File: src/pkg/irq_ctrl_pkg.sv
// Shared constants and carrier types of the interrupt priority controller
package irq_ctrl_pkg;

    // Register indices; byte address is four times the index
    localparam logic [7:0] IDX_TIMER_CONTROL  = 8'h88;
    localparam logic [7:0] IDX_ENABLE_MAIN    = 8'hA8;
    localparam logic [7:0] IDX_ENABLE_AUX     = 8'hA9;
    localparam logic [7:0] IDX_FLAG_AUX       = 8'hAA;
    localparam logic [7:0] IDX_PRIORITY_MAIN  = 8'hB8;
    localparam logic [7:0] IDX_PRIORITY_AUX   = 8'hB9;
    localparam logic [7:0] IDX_PERIPH_FLAGS   = 8'hC0;
    localparam logic [7:0] IDX_ENABLE_SET     = 8'hD0;
    localparam logic [7:0] IDX_ENABLE_CLR     = 8'hD1;
    localparam logic [7:0] IDX_STATUS         = 8'hD2;

    localparam logic [7:0] REG_RESET          = 8'h00;

    // int_enable_main fields
    localparam int GIE_BIT        = 7;
    localparam int ENABLE_MAIN_W  = 6;
    // Bit 3 of the aux enable, aux priority and aux flag registers
    localparam int CONV_BIT       = 3;
    // timer_control_reg fields
    localparam int TC_TF1         = 7;
    localparam int TC_TF0         = 5;
    localparam int TC_IE1         = 3;
    localparam int TC_IT1         = 2;
    localparam int TC_IE0         = 1;
    localparam int TC_IT0         = 0;
    // Peripheral flag register fields
    localparam int PF_RX          = 0;
    localparam int PF_TX          = 1;
    localparam int PF_T2OVF       = 2;
    localparam int PF_T2EXT       = 3;

    // Source numbers, natural order, 0 ranks first
    localparam int NUM_SRC        = 7;
    localparam logic [2:0] SRC_EXT0   = 3'h0;
    localparam logic [2:0] SRC_TIMER0 = 3'h1;
    localparam logic [2:0] SRC_EXT1   = 3'h2;
    localparam logic [2:0] SRC_TIMER1 = 3'h3;
    localparam logic [2:0] SRC_SERIAL = 3'h4;
    localparam logic [2:0] SRC_TIMER2 = 3'h5;
    localparam logic [2:0] SRC_CONV   = 3'h6;
    localparam logic [2:0] SRC_NONE   = 3'h7;

    localparam logic [NUM_SRC-1:0][15:0] VECTOR_TABLE = {
        16'h004B, 16'h002B, 16'h0023, 16'h001B, 16'h0013, 16'h000B, 16'h0003
    };

    // Request presented to the processor core
    typedef struct packed {
        logic        req;
        logic        high;
        logic [2:0]  src;
        logic [15:0] vector;
    } irq_out_s;

    // One-cycle event strobes from on-chip peripherals
    typedef struct packed {
        logic timer0_overflow;
        logic timer1_overflow;
        logic timer2_overflow;
        logic receive_done;
        logic transmit_done;
        logic conv_done;
    } periph_events_s;

endpackage : irq_ctrl_pkg

File: src/rtl/interrupt_priority_controller.sv
// Interrupt priority controller with APB register access and core handshake
`timescale 1ns/1ps

module interrupt_priority_controller
    import irq_ctrl_pkg::*;
#(
    parameter int ADDR_W = 12
) (
    input  wire logic           sys_clk,
    input  wire logic           sys_rst,
    input  wire logic           psel,
    input  wire logic           penable,
    input  wire logic           pwrite,
    input  wire logic [ADDR_W-1:0] paddr,
    input  wire logic [31:0]    pwdata,
    output logic                pready,
    output logic [31:0]         prdata,
    output logic                pslverr,
    input  wire logic           ext_request_pin0,
    input  wire logic           ext_request_pin1,
    input  wire logic           timer2_capture_pin,
    input  wire periph_events_s events,
    input  wire logic           timer0_mode3,
    output irq_out_s            irq_out,
    input  wire logic           irq_ack,
    input  wire logic           irq_return
);

    logic [7:0]  int_enable_main_reg;
    logic [7:0]  int_enable_aux_reg;
    logic [7:0]  priority_main_reg;
    logic [7:0]  priority_aux_reg;
    logic        ext0_pending_reg, ext1_pending_reg;
    logic        ext0_edge_select_reg, ext1_edge_select_reg;
    logic        timer0_overflow_flag_reg, timer1_overflow_flag_reg;
    logic        timer2_overflow_flag_reg, timer2_external_flag_reg;
    logic        receive_complete_flag_reg, transmit_complete_flag_reg;
    logic        conv_done_flag_reg;
    logic        in_service_high_reg, in_service_low_reg;
    logic [2:0]  pin_meta_reg, pin_sync_reg, pin_prev_reg;
    logic [31:0] prdata_reg;
    irq_out_s    irq_reg, irq_next;

    // Lowest set bit wins: natural order among one level
    function automatic logic [2:0] first_set(input logic [NUM_SRC-1:0] m);
        logic [2:0] r;
        r = SRC_NONE;
        for (int i = NUM_SRC - 1; i >= 0; i--) begin
            if (m[i]) begin
                r = 3'(i);
            end
        end
        return r;
    endfunction : first_set

    // Read decode shared by the data path and the error answer
    function automatic logic [32:0] read_value(input logic [ADDR_W-1:0] a);
        logic [7:0] d;
        logic       hit;
        d   = 8'h00;
        hit = (a[1:0] == 2'b00) && (a[ADDR_W-1:10] == '0);
        case (a[9:2])
            IDX_TIMER_CONTROL: begin
                d[TC_TF1] = timer1_overflow_flag_reg;
                d[TC_TF0] = timer0_overflow_flag_reg;
                d[TC_IE1] = ext1_pending_reg;
                d[TC_IT1] = ext1_edge_select_reg;
                d[TC_IE0] = ext0_pending_reg;
                d[TC_IT0] = ext0_edge_select_reg;
            end
            IDX_ENABLE_MAIN, IDX_ENABLE_SET, IDX_ENABLE_CLR: d = int_enable_main_reg;
            IDX_ENABLE_AUX:    d = int_enable_aux_reg;
            IDX_FLAG_AUX:      d[CONV_BIT] = conv_done_flag_reg;
            IDX_PRIORITY_MAIN: d = priority_main_reg;
            IDX_PRIORITY_AUX:  d = priority_aux_reg;
            IDX_PERIPH_FLAGS: begin
                d[PF_RX]    = receive_complete_flag_reg;
                d[PF_TX]    = transmit_complete_flag_reg;
                d[PF_T2OVF] = timer2_overflow_flag_reg;
                d[PF_T2EXT] = timer2_external_flag_reg;
            end
            IDX_STATUS: d = {in_service_high_reg, in_service_low_reg, 2'b00,
                             irq_reg.req, irq_reg.src};
            default: hit = 1'b0;
        endcase
        return {hit, 24'h000000, d};
    endfunction : read_value

    // Bus decode
    logic       setup_phase, wr_en;
    logic [7:0] wr_idx, wr_byte;
    logic [32:0] rd_setup, rd_access;
    assign setup_phase = psel && !penable;
    // A process, not an assign: the function reads registers that are not its arguments
    always_comb begin
        rd_setup  = read_value(paddr);
        rd_access = rd_setup;
    end
    assign wr_en       = psel && penable && pwrite && rd_access[32];
    assign wr_idx      = paddr[9:2];
    assign wr_byte     = pwdata[7:0];

    // Zero-wait slave; read data is captured in the setup cycle
    assign pready  = 1'b1;
    assign prdata  = prdata_reg;
    assign pslverr = psel && penable && !rd_access[32];
    assign irq_out = irq_reg;

    always_ff @(posedge sys_clk or posedge sys_rst) begin
        if (sys_rst) begin
            prdata_reg <= 32'h00000000;
        end else if (setup_phase && !pwrite) begin
            prdata_reg <= {24'h000000, rd_setup[7:0]};
        end
    end

    logic w_tc, w_pf, w_fa;
    assign w_tc = wr_en && (wr_idx == IDX_TIMER_CONTROL);
    assign w_pf = wr_en && (wr_idx == IDX_PERIPH_FLAGS);
    assign w_fa = wr_en && (wr_idx == IDX_FLAG_AUX);

    // Enable and priority registers
    always_ff @(posedge sys_clk or posedge sys_rst) begin
        if (sys_rst) begin
            int_enable_main_reg <= REG_RESET;
            int_enable_aux_reg  <= REG_RESET;
        end else if (wr_en) begin
            case (wr_idx)
                IDX_ENABLE_MAIN: int_enable_main_reg <= wr_byte & 8'hBF;
                // Single-bit changes without read-modify-write races
                IDX_ENABLE_SET:  int_enable_main_reg <= (int_enable_main_reg | wr_byte) & 8'hBF;
                IDX_ENABLE_CLR:  int_enable_main_reg <= int_enable_main_reg & ~wr_byte;
                IDX_ENABLE_AUX:  int_enable_aux_reg  <= wr_byte & 8'h08;
                default: ;
            endcase
        end
    end

    always_ff @(posedge sys_clk or posedge sys_rst) begin
        if (sys_rst) begin
            priority_main_reg <= REG_RESET;
            priority_aux_reg  <= REG_RESET;
        end else if (wr_en && wr_idx == IDX_PRIORITY_MAIN) begin
            priority_main_reg <= wr_byte & 8'h3F;
        end else if (wr_en && wr_idx == IDX_PRIORITY_AUX) begin
            priority_aux_reg  <= wr_byte & 8'h08;
        end
    end

    // Pin synchronisers; edge detect only looks past the second stage
    logic [2:0] pin_fall;
    always_ff @(posedge sys_clk or posedge sys_rst) begin
        if (sys_rst) begin
            pin_meta_reg <= 3'h7;
            pin_sync_reg <= 3'h7;
            pin_prev_reg <= 3'h7;
        end else begin
            pin_meta_reg <= {timer2_capture_pin, ext_request_pin1, ext_request_pin0};
            pin_sync_reg <= pin_meta_reg;
            pin_prev_reg <= pin_sync_reg;
        end
    end
    assign pin_fall = pin_prev_reg & ~pin_sync_reg;

    // Service acknowledge of the presented source
    logic       ack_take;
    logic [NUM_SRC-1:0] serv;
    assign ack_take = irq_ack && irq_reg.req;
    always_comb begin
        serv = '0;
        if (ack_take) begin
            serv[irq_reg.src] = 1'b1;
        end
    end

    // External request flags; a hardware set always beats a clear
    logic ext0_set, ext1_set;
    assign ext0_set = ext0_edge_select_reg ? pin_fall[0] : !pin_sync_reg[0];
    assign ext1_set = ext1_edge_select_reg ? pin_fall[1] : !pin_sync_reg[1];
    always_ff @(posedge sys_clk or posedge sys_rst) begin
        if (sys_rst) begin
            ext0_pending_reg     <= 1'b0;
            ext1_pending_reg     <= 1'b0;
            ext0_edge_select_reg <= 1'b0;
            ext1_edge_select_reg <= 1'b0;
        end else begin
            if (w_tc) begin
                ext0_edge_select_reg <= wr_byte[TC_IT0];
                ext1_edge_select_reg <= wr_byte[TC_IT1];
                ext0_pending_reg     <= wr_byte[TC_IE0] | ext0_set;
                ext1_pending_reg     <= wr_byte[TC_IE1] | ext1_set;
            end else begin
                ext0_pending_reg <= ext0_set | (ext0_pending_reg &
                                    !(serv[SRC_EXT0] && ext0_edge_select_reg));
                ext1_pending_reg <= ext1_set | (ext1_pending_reg &
                                    !(serv[SRC_EXT1] && ext1_edge_select_reg));
            end
        end
    end

    // Timer 0/1 overflow flags; timer 0 in mode 3 keeps its flag on service
    always_ff @(posedge sys_clk or posedge sys_rst) begin
        if (sys_rst) begin
            timer0_overflow_flag_reg <= 1'b0;
            timer1_overflow_flag_reg <= 1'b0;
        end else if (w_tc) begin
            timer0_overflow_flag_reg <= wr_byte[TC_TF0] | events.timer0_overflow;
            timer1_overflow_flag_reg <= wr_byte[TC_TF1] | events.timer1_overflow;
        end else begin
            timer0_overflow_flag_reg <= events.timer0_overflow | (timer0_overflow_flag_reg &
                                        !(serv[SRC_TIMER0] && !timer0_mode3));
            timer1_overflow_flag_reg <= events.timer1_overflow |
                                        (timer1_overflow_flag_reg & !serv[SRC_TIMER1]);
        end
    end

    // Serial and timer 2 flags are left alone by service
    always_ff @(posedge sys_clk or posedge sys_rst) begin
        if (sys_rst) begin
            receive_complete_flag_reg  <= 1'b0;
            transmit_complete_flag_reg <= 1'b0;
            timer2_overflow_flag_reg   <= 1'b0;
            timer2_external_flag_reg   <= 1'b0;
        end else if (w_pf) begin
            receive_complete_flag_reg  <= wr_byte[PF_RX] | events.receive_done;
            transmit_complete_flag_reg <= wr_byte[PF_TX] | events.transmit_done;
            timer2_overflow_flag_reg   <= wr_byte[PF_T2OVF] | events.timer2_overflow;
            timer2_external_flag_reg   <= wr_byte[PF_T2EXT] | pin_fall[2];
        end else begin
            receive_complete_flag_reg  <= receive_complete_flag_reg | events.receive_done;
            transmit_complete_flag_reg <= transmit_complete_flag_reg | events.transmit_done;
            timer2_overflow_flag_reg   <= timer2_overflow_flag_reg | events.timer2_overflow;
            timer2_external_flag_reg   <= timer2_external_flag_reg | pin_fall[2];
        end
    end

    // Converter flag
    always_ff @(posedge sys_clk or posedge sys_rst) begin
        if (sys_rst) begin
            conv_done_flag_reg <= 1'b0;
        end else if (w_fa) begin
            conv_done_flag_reg <= wr_byte[CONV_BIT] | events.conv_done;
        end else begin
            conv_done_flag_reg <= events.conv_done |
                                  (conv_done_flag_reg & !serv[SRC_CONV]);
        end
    end

    // Arbitration
    logic               gie;
    logic [NUM_SRC-1:0] pend, enab, prio, act, act_hi, act_lo;
    assign gie  = int_enable_main_reg[GIE_BIT];
    assign pend = {conv_done_flag_reg,
                   timer2_overflow_flag_reg | timer2_external_flag_reg,
                   receive_complete_flag_reg | transmit_complete_flag_reg,
                   timer1_overflow_flag_reg, ext1_pending_reg,
                   timer0_overflow_flag_reg, ext0_pending_reg};
    assign enab = {int_enable_aux_reg[CONV_BIT],
                   int_enable_main_reg[ENABLE_MAIN_W-1:0]};
    assign prio = {priority_aux_reg[CONV_BIT],
                   priority_main_reg[ENABLE_MAIN_W-1:0]};
    assign act    = pend & enab & {NUM_SRC{gie}};
    assign act_hi = act & prio;
    assign act_lo = act & ~prio;

    always_comb begin
        irq_next      = '0;
        irq_next.src  = SRC_NONE;
        if ((|act_hi) && !in_service_high_reg) begin
            irq_next.req  = 1'b1;
            irq_next.high = 1'b1;
            irq_next.src  = first_set(act_hi);
        end else if ((|act_lo) && !in_service_high_reg && !in_service_low_reg) begin
            irq_next.req  = 1'b1;
            irq_next.src  = first_set(act_lo);
        end
        if (irq_next.req) begin
            irq_next.vector = VECTOR_TABLE[irq_next.src];
        end
        // Withdraw for a cycle after acceptance so the new in-service state is seen
        if (ack_take) begin
            irq_next.req = 1'b0;
        end
    end

    always_ff @(posedge sys_clk or posedge sys_rst) begin
        if (sys_rst) begin
            irq_reg <= '0;
        end else begin
            irq_reg <= irq_next;
        end
    end

    // In-service levels; a return retires the higher active level first
    always_ff @(posedge sys_clk or posedge sys_rst) begin
        if (sys_rst) begin
            in_service_high_reg <= 1'b0;
            in_service_low_reg  <= 1'b0;
        end else if (ack_take) begin
            if (irq_reg.high) begin
                in_service_high_reg <= 1'b1;
            end else begin
                in_service_low_reg  <= 1'b1;
            end
        end else if (irq_return) begin
            if (in_service_high_reg) begin
                in_service_high_reg <= 1'b0;
            end else begin
                in_service_low_reg  <= 1'b0;
            end
        end
    end

    // Checks
    property p_vector_table;
        @(posedge sys_clk) disable iff (sys_rst)
        irq_out.req && irq_out.src == SRC_EXT1 |-> irq_out.vector == 16'h0013;
    endproperty
    a_vector_table: assert property (p_vector_table) else $error("ext1 vector wrong");

    property p_conv_vector;
        @(posedge sys_clk) disable iff (sys_rst)
        irq_out.req && irq_out.src == SRC_CONV |-> irq_out.vector == 16'h004B;
    endproperty
    a_conv_vector: assert property (p_conv_vector) else $error("conv vector wrong");

    property p_gie_blocks;
        @(posedge sys_clk) disable iff (sys_rst)
        !gie && !$past(gie) |-> !irq_out.req;
    endproperty
    a_gie_blocks: assert property (p_gie_blocks) else $error("request with gie clear");

    property p_ack_in_service;
        @(posedge sys_clk) disable iff (sys_rst)
        irq_ack && irq_out.req && !irq_out.high |=> in_service_low_reg && !irq_out.req;
    endproperty
    a_ack_in_service: assert property (p_ack_in_service) else $error("no in-service");

    property p_return_clears;
        @(posedge sys_clk) disable iff (sys_rst)
        irq_return && !irq_ack && in_service_high_reg |=> !in_service_high_reg;
    endproperty
    a_return_clears: assert property (p_return_clears) else $error("return ignored");

    property p_no_same_level;
        @(posedge sys_clk) disable iff (sys_rst)
        in_service_low_reg ##1 in_service_low_reg |-> !irq_out.req || irq_out.high;
    endproperty
    a_no_same_level: assert property (p_no_same_level) else $error("same level nested");

    property p_high_first;
        @(posedge sys_clk) disable iff (sys_rst)
        (|act_hi) && !in_service_high_reg && !ack_take |=> irq_out.req && irq_out.high;
    endproperty
    a_high_first: assert property (p_high_first) else $error("high level lost");

    property p_order;
        @(posedge sys_clk) disable iff (sys_rst)
        irq_out.req && irq_out.src == SRC_TIMER0
        |-> !($past(act[0]) && ($past(prio[0]) == $past(prio[1])));
    endproperty
    a_order: assert property (p_order) else $error("natural order broken");

    property p_level_kept;
        @(posedge sys_clk) disable iff (sys_rst)
        serv[SRC_EXT0] && !ext0_edge_select_reg && !w_tc |=> ext0_pending_reg;
    endproperty
    a_level_kept: assert property (p_level_kept) else $error("level flag cleared");

    property p_t2_kept;
        @(posedge sys_clk) disable iff (sys_rst)
        serv[SRC_TIMER2] && timer2_overflow_flag_reg && !w_pf ##1 !w_pf
        |-> timer2_overflow_flag_reg;
    endproperty
    a_t2_kept: assert property (p_t2_kept) else $error("timer 2 flag cleared");

    property p_conv_cleared;
        @(posedge sys_clk) disable iff (sys_rst)
        serv[SRC_CONV] && !events.conv_done && !w_fa |=> !conv_done_flag_reg;
    endproperty
    a_conv_cleared: assert property (p_conv_cleared) else $error("conv flag kept");

    property p_capture_edge;
        @(posedge sys_clk) disable iff (sys_rst)
        pin_fall[2] |=> timer2_external_flag_reg;
    endproperty
    a_capture_edge: assert property (p_capture_edge) else $error("capture edge lost");

endmodule : interrupt_priority_controller

File: config.mk
export PLATFORM = sky130hd
export DESIGN_NAME = interrupt_priority_controller
export DESIGN_NICKNAME = d
export VERILOG_FILES = /design/src/pkg/irq_ctrl_pkg.sv /design/src/rtl/interrupt_priority_controller.sv
export SDC_FILE = /design/constraint.sdc
export NUM_CORES = 1
export LEC_CHECK = 0
export ABC_CLOCK_PERIOD_IN_PS = 1800
export BUFFER_PORTS_ARGS = -buffer_cell sky130_fd_sc_hd__buf_2
export CAP_MARGIN = 20
export CORE_MARGIN = 3
export CORE_UTILIZATION = 51
export DETAILED_ROUTE_END_ITERATION = 10
export PLACE_DENSITY = 0.93
export RECOVER_POWER = 50
export SETUP_SLACK_MARGIN = 0.02
export SLEW_MARGIN = 20
export SYNTH_ARGS = -nofsm -noshare
export SYNTH_HDL_FRONTEND = slang
export SYNTH_SLANG_ARGS = --single-unit
File: constraint.sdc
create_clock -name sys_clk -period 1.8 [get_ports sys_clk]
set_input_delay 0.36 -clock sys_clk [delete_from_list [all_inputs] [get_ports sys_clk]]
set_output_delay 0.36 -clock sys_clk [all_outputs]
set_load 0.01 [all_outputs]
* After elaboration in Yosys (flattened, before gate mapping)
Memories as Yosys holds them, arrays and structs flattened.
Index checks and enable logic that the tools add are counted.
Widths: inputs -> output; s select.
** Word-level totals
- Memories kept :: 1
- Word-level logic and storage cells :: 175
- ROM bits :: 128
- Output and inout bits :: 55
- Bits in registers :: 67
** Operators by class
- Equality and inequality tests :: 13
- Order comparisons :: 3
- Bitwise gates (word level) :: 36
- Muxes and demuxes :: 51
- Reduce and logical (&&, ||, !) cells :: 46
** Memories
- (no name shown) :: depth 8, width 16, rd ports 1, clocked after Yosys merged registers in 0, write ports 0, RTL line interrupt_priority_controller.sv:278 : irq_next.vector = VECTOR_TABLE[irq_next.src];
** Operators with widths (count)
- $eq 8x8->1 const B :: 10
- $mux 3 :: 14
- $mux 16 :: 2
- $and 7x7->7 :: 4
- $mux 1 :: 26
- $pmux 8 s3 :: 1
- $logic_and 1x1->1 :: 20
- $or 1x1->1 :: 20
- $pmux 3 s5 :: 1
- $reduce_or 7->1 :: 2
- $logic_not 1->1 :: 13
- $reduce_or 10->1 :: 1
- $and 8x8->8 :: 1
- $lt 3x4->1 const B :: 2
- $not 8->8 :: 1
- $or 8x8->8 :: 1
- $pmux 1 s8 :: 1
- $reduce_and 2->1 :: 4
- $mux 7 :: 1
- $not 7->7 :: 1
- $pmux 1 s3 :: 2
- $and 1x1->1 :: 5
- $logic_not 2->1 :: 2
- $ne 2x2->1 const B :: 2
- 11 further kinds :: 12

* Longest topological paths before layout
- Depth in word-level cells :: 16
- Mapped depth :: 7
- Depth with buffers taken out :: 5

* Worst setup path before layout
OpenSTA, ideal clock, no wires.
- Path type :: input to register
- From :: input port paddr[3]
- To :: register priority_main_reg[0]
- Slack :: 0.107 ns
- Stages :: 6
- Setup time :: 0.125 ns
- Data arrival time :: 1.568 ns
- Buffers on the path :: 1
- Path through :: buf_2 -> nor2_4 -> a21oi_2 -> o32ai_4 -> nand4_4 -> mux2_4
** Between the ends
- Cells in the longest elaborated chain, start to end :: 5
** Ends and longest elaborated chain
- start: declaration :: RTL line interrupt_priority_controller.sv:14 : input wire logic [ADDR_W-1:0] paddr,
- $eq 8x8->1, on equally long branches
- $reduce_or 10->1 (no source line)
- $mux 1 :: RTL line interrupt_priority_controller.sv:62 : case (a[9:2])
- $logic_and 1x1->1 :: RTL line interrupt_priority_controller.sv:99 : assign wr_en = psel && penable && pwrite && rd_access[32];
- $logic_and 1x1->1 * :: RTL line interrupt_priority_controller.sv:143 : end else if (wr_en && wr_idx == IDX_PRIORITY_MAIN) begin
- end signal: assignment :: RTL line interrupt_priority_controller.sv:144 : priority_main_reg <= wr_byte & 8'h3F;
- end: declaration :: RTL line interrupt_priority_controller.sv:31 : logic [7:0] priority_main_reg;
Mark *: on every way between the ends. The rest lies on a longest branch, timed or not.
A chain may end at the register's enable or synchronous reset.

==> metrics.md <==
| Metric | Value |
|---|---|
| Layout area overhead | 22.7% |
| H-tree Lvls | 2 |
| Post-DP HPWL | 7.24 mm |
| Die Span X | 87.5 um |
| Gpl congestion | 0.934 |
| R2R Path Start | int_enable_main_reg[7]$_DFFE_PP0P_ |
| Setup-failing EPs final | 3 |
| Part of the cycle the worst path needs | 1.02 |
| Final min period | 1.84 ns |
| Asr flop ratio synth | 1.00 |
| Clk_skew | 0.0101 ns |
| Hold path depth | 1 |
| RSZ-0062 raised after global routing | true |
| Layout cells sized above 1 | 0.383 |
| Detailed-route wire length | 9.35 mm |
| Simple-Gate Fraction of Synth Area | 0.227 |
| Power Density | 572 mW/mm^2 |
| Main combinational cell family by area after synthesis | simple AND/OR/NAND/NOR gates |
| P_leak | 1.91 nW |
| Core area | 0.00639 mm^2 |
| Post-Synth XOR/XNOR Area | 0 |
| Vias per inst | 5.96 |
| CP startpoint kind | register |
| I/O Pins | 116 |
| WP data arrival | 2.10 ns |
| Syn Inst Count | 331 |
| Flip-flop and latch area | 0.00141 mm^2 |
| Setup ws final | -0.0389 ns |
| DRC viols | 0 |
| Hold slack | 0.121 ns |
| Flop2flop setup slack | -0.04 ns |
| Setup Crit Path Kind | register to register |
| Max-slew violation count | 0 |
| GRT overflow | 0 |
| Unique masters post-synth | 71 |
| Vias in the first global route | 2885 |
| Total track usage | 0.254 |
| Avg Cell Area, Syn | 10.2 um^2 |
| Worst Hold Path EP | pin_meta_reg[2]$_DFF_PP1_ |
| Top FF cell, synth | dfrtp_1 |
| EDFF count, synth | 0 |
| Reg clk slew, reported paths | 0.11 ns |
| Share of the synthesized area in the top cell type | 0.348 |
| R2R Path End | irq_out[3]$_DFF_PP0_ |
| Clk sinks | 56 |
| Failing checks | negative setup slack |
| Antenna diode count | 0 |
| Register bit total from synthesis | 56 |
| Ys Warns | 0 |
| Largest cells by area after synthesis | dfrtp_1, buf_4, dfstp_2, nand2_1, a21oi_1 |
| Final hold violation count | 0 |
| Mux contribution to synthesized area | 0.0429 |
| Worst Max-Slew Pin Slew | 1.36 ns |
| WP data required | 2.06 ns |
| Relative slew slack | 0.0946 |
| Most common cell after layout, fill and taps aside | buf_2 |
| Clk_lat worst skew | 0.32 ns |
| Worst vdd ir | 0.384 mV |
| Most frequent cells in the layout | buf_2, buf_4, dfrtp_1, conb_1, nand2_1 |
| Largest area contributor in the netlist | dfrtp_1 |
| First-pass GRT wire length | 14.9 mm |
| Final core occ | 0.650 |
| CTS root buf | clkbuf_8 |
| Row count | 29 |
| Area of the multi-input gates | 0.00178 mm^2 |
| Status | complete, but fails checks |
| TritonCTS clock tree | yes |
| Die area | 0.00765 mm^2 |
| Layout net count | 499 |
| Initial antenna violation count | 0 |
| Drt wl/cell | 18.1 um |
| Max reg flops | 10 |
| Die Y | 87.5 um |
| Synth Area in Adders | 0 |
| Max_cap viols | 0 |
| Cells on worst reg2reg path | 7 |
| Hold buffers post-CTS | 0 |
| Crit-path max FO | 20 |
| Crit. End Element | register |
| Largest net degree at the start of global routing | 57 |
| Clk buf depth | 2 |
| CTS Buf Count | 5 |
| Hold Crit Class | primary input to register |
| Initial DRC Count | 363 |
| Max Clock Freq | 0.544 GHz |
| DR pass1 iterations | 5 |
| Filler Cell Count | 524 |
| Port bufs | 56 |
| Number of routed nets with antenna violations | 0 |
| Via count | 3074 |
| Hold Startpoint | timer2_capture_pin |
| Post-synthesis compound-gate area fraction | 0.199 |
| Seq/Total Area, Yosys | 0.418 |
| Post-Syn Area | 0.00338 mm^2 |
| Initial Util | 0.530 |
==> final cells by class <==
| cell class | count | area share |
|---|---|---|
| Tap cell | 77 | 0.0232 |
| Inverter | 8 | 0.00723 |
| Timing Repair Buffer | 115 | 0.178 |
| Clock buffer | 5 | 0.0166 |
| Sequential cell | 56 | 0.340 |
| Multi-Input combinational cell | 252 | 0.428 |
| Clock inverter | 3 | 0.00693 |
==> Yosys cell counts, types with 7 or more instances <==
master,n
a21oi_1,18
a31oi_1,8
buf_4,39
dfrtp_1,47
dfstp_2,9
inv_1,8
nand2_1,28
nand3_1,11
nand4_1,10
nand4b_1,7
nor2_1,15
o21ai_0,16
==> power by group <==
| group | leakage [nW] | internal (mW) | total [mW] | switching [mW] |
|---|---|---|---|---|
| Sequential | 0.672 | 1.30 | 1.32 | 0.0183 |
| Clock | 0.0511 | 0.295 | 0.759 | 0.464 |
| Combinational | 1.19 | 0.110 | 0.294 | 0.184 |
==> cells by family (layout without fill, tap and decap cells) <==
family                 count (synthesis)  in the layout
other                                  2             35
buffers and inverters                 56            131
muxes                                 11             11
DFF                                   56             56
and+or+nand+nor                      116            116
AOI/OAI and AO/OA                     90             90
==> worst max-delay path, stage by stage (launching register included) <==
cell and delay (ns):
dfrtp_1 0.41, buf_12 0.16, o211ai_1 0.14, buf_4 0.16, o211ai_1 0.27, a31oi_4 0.14
o32a_1 0.38, a21boi_2 0.12
==> timing repair <==
| item | CTS | global route |
|---|---|---|
| buffers inserted | 1 | 3 |
| resized for setup | 10 | 3 |
| gates cloned | 0 | 0 |
| pin swaps | 8 | 1 |
| endpoints found under the setup margin | 8 | 9 |
==> worst max path at each step <==
| stage | from | to | slack, ns | depth (start not counted) |
|---|---|---|---|---|
| after global placement | paddr[1] | int_enable_aux_reg[3]$_DFFE_PP0P_ | -0.10 | 5 |
| after CTS | int_enable_main_reg[7]$_DFFE_PP0P_ | irq_out[3]$_DFF_PP0_ | -0.002 | 7 |
| after floorplan | sys_rst | conv_done_flag_reg$_DFF_PP0_ | 0.08 | 1 |
| final | int_enable_main_reg[7]$_DFFE_PP0P_ | irq_out[3]$_DFF_PP0_ | -0.04 | 7 |
| after detailed placement | paddr[1] | int_enable_aux_reg[3]$_DFFE_PP0P_ | -0.14 | 5 |
| after global routing | int_enable_main_reg[7]$_DFFE_PP0P_ | irq_out[6]$_DFF_PP0_ | -0.15 | 6 |
==> routing by layer <==
metal / routed length (um) / up-vias / track usage
li1: - / 1395 / -
met1: 3800 / 1501 / 0.323
met2: 4720 / 157 / 0.440
met3: 652 / 21 / 0.0501
met4: 180 / 0 / 0.0642
met5: 0 / - / 0
==> stage by stage <==
stage | instances | cell area (um^2) | TNS [ns] | setup WS [ns] | power [mW]
after detailed placement | 504 | 3970 | -1.52 | -0.143 | 1.64
final | 516 | 4150 | -0.0506 | -0.0389 | 2.38
after global routing | 516 | 4150 | -0.698 | -0.153 | 2.48
after CTS | 513 | 4130 | -0.00194 | -0.00194 | 2.39
after global placement | 504 | 3970 | -0.727 | -0.104 | 1.63
after floorplan | 364 | 3510 | 0 | 0.0836 | 1.56
Note: power is estimated with default switching activity, not from simulation.
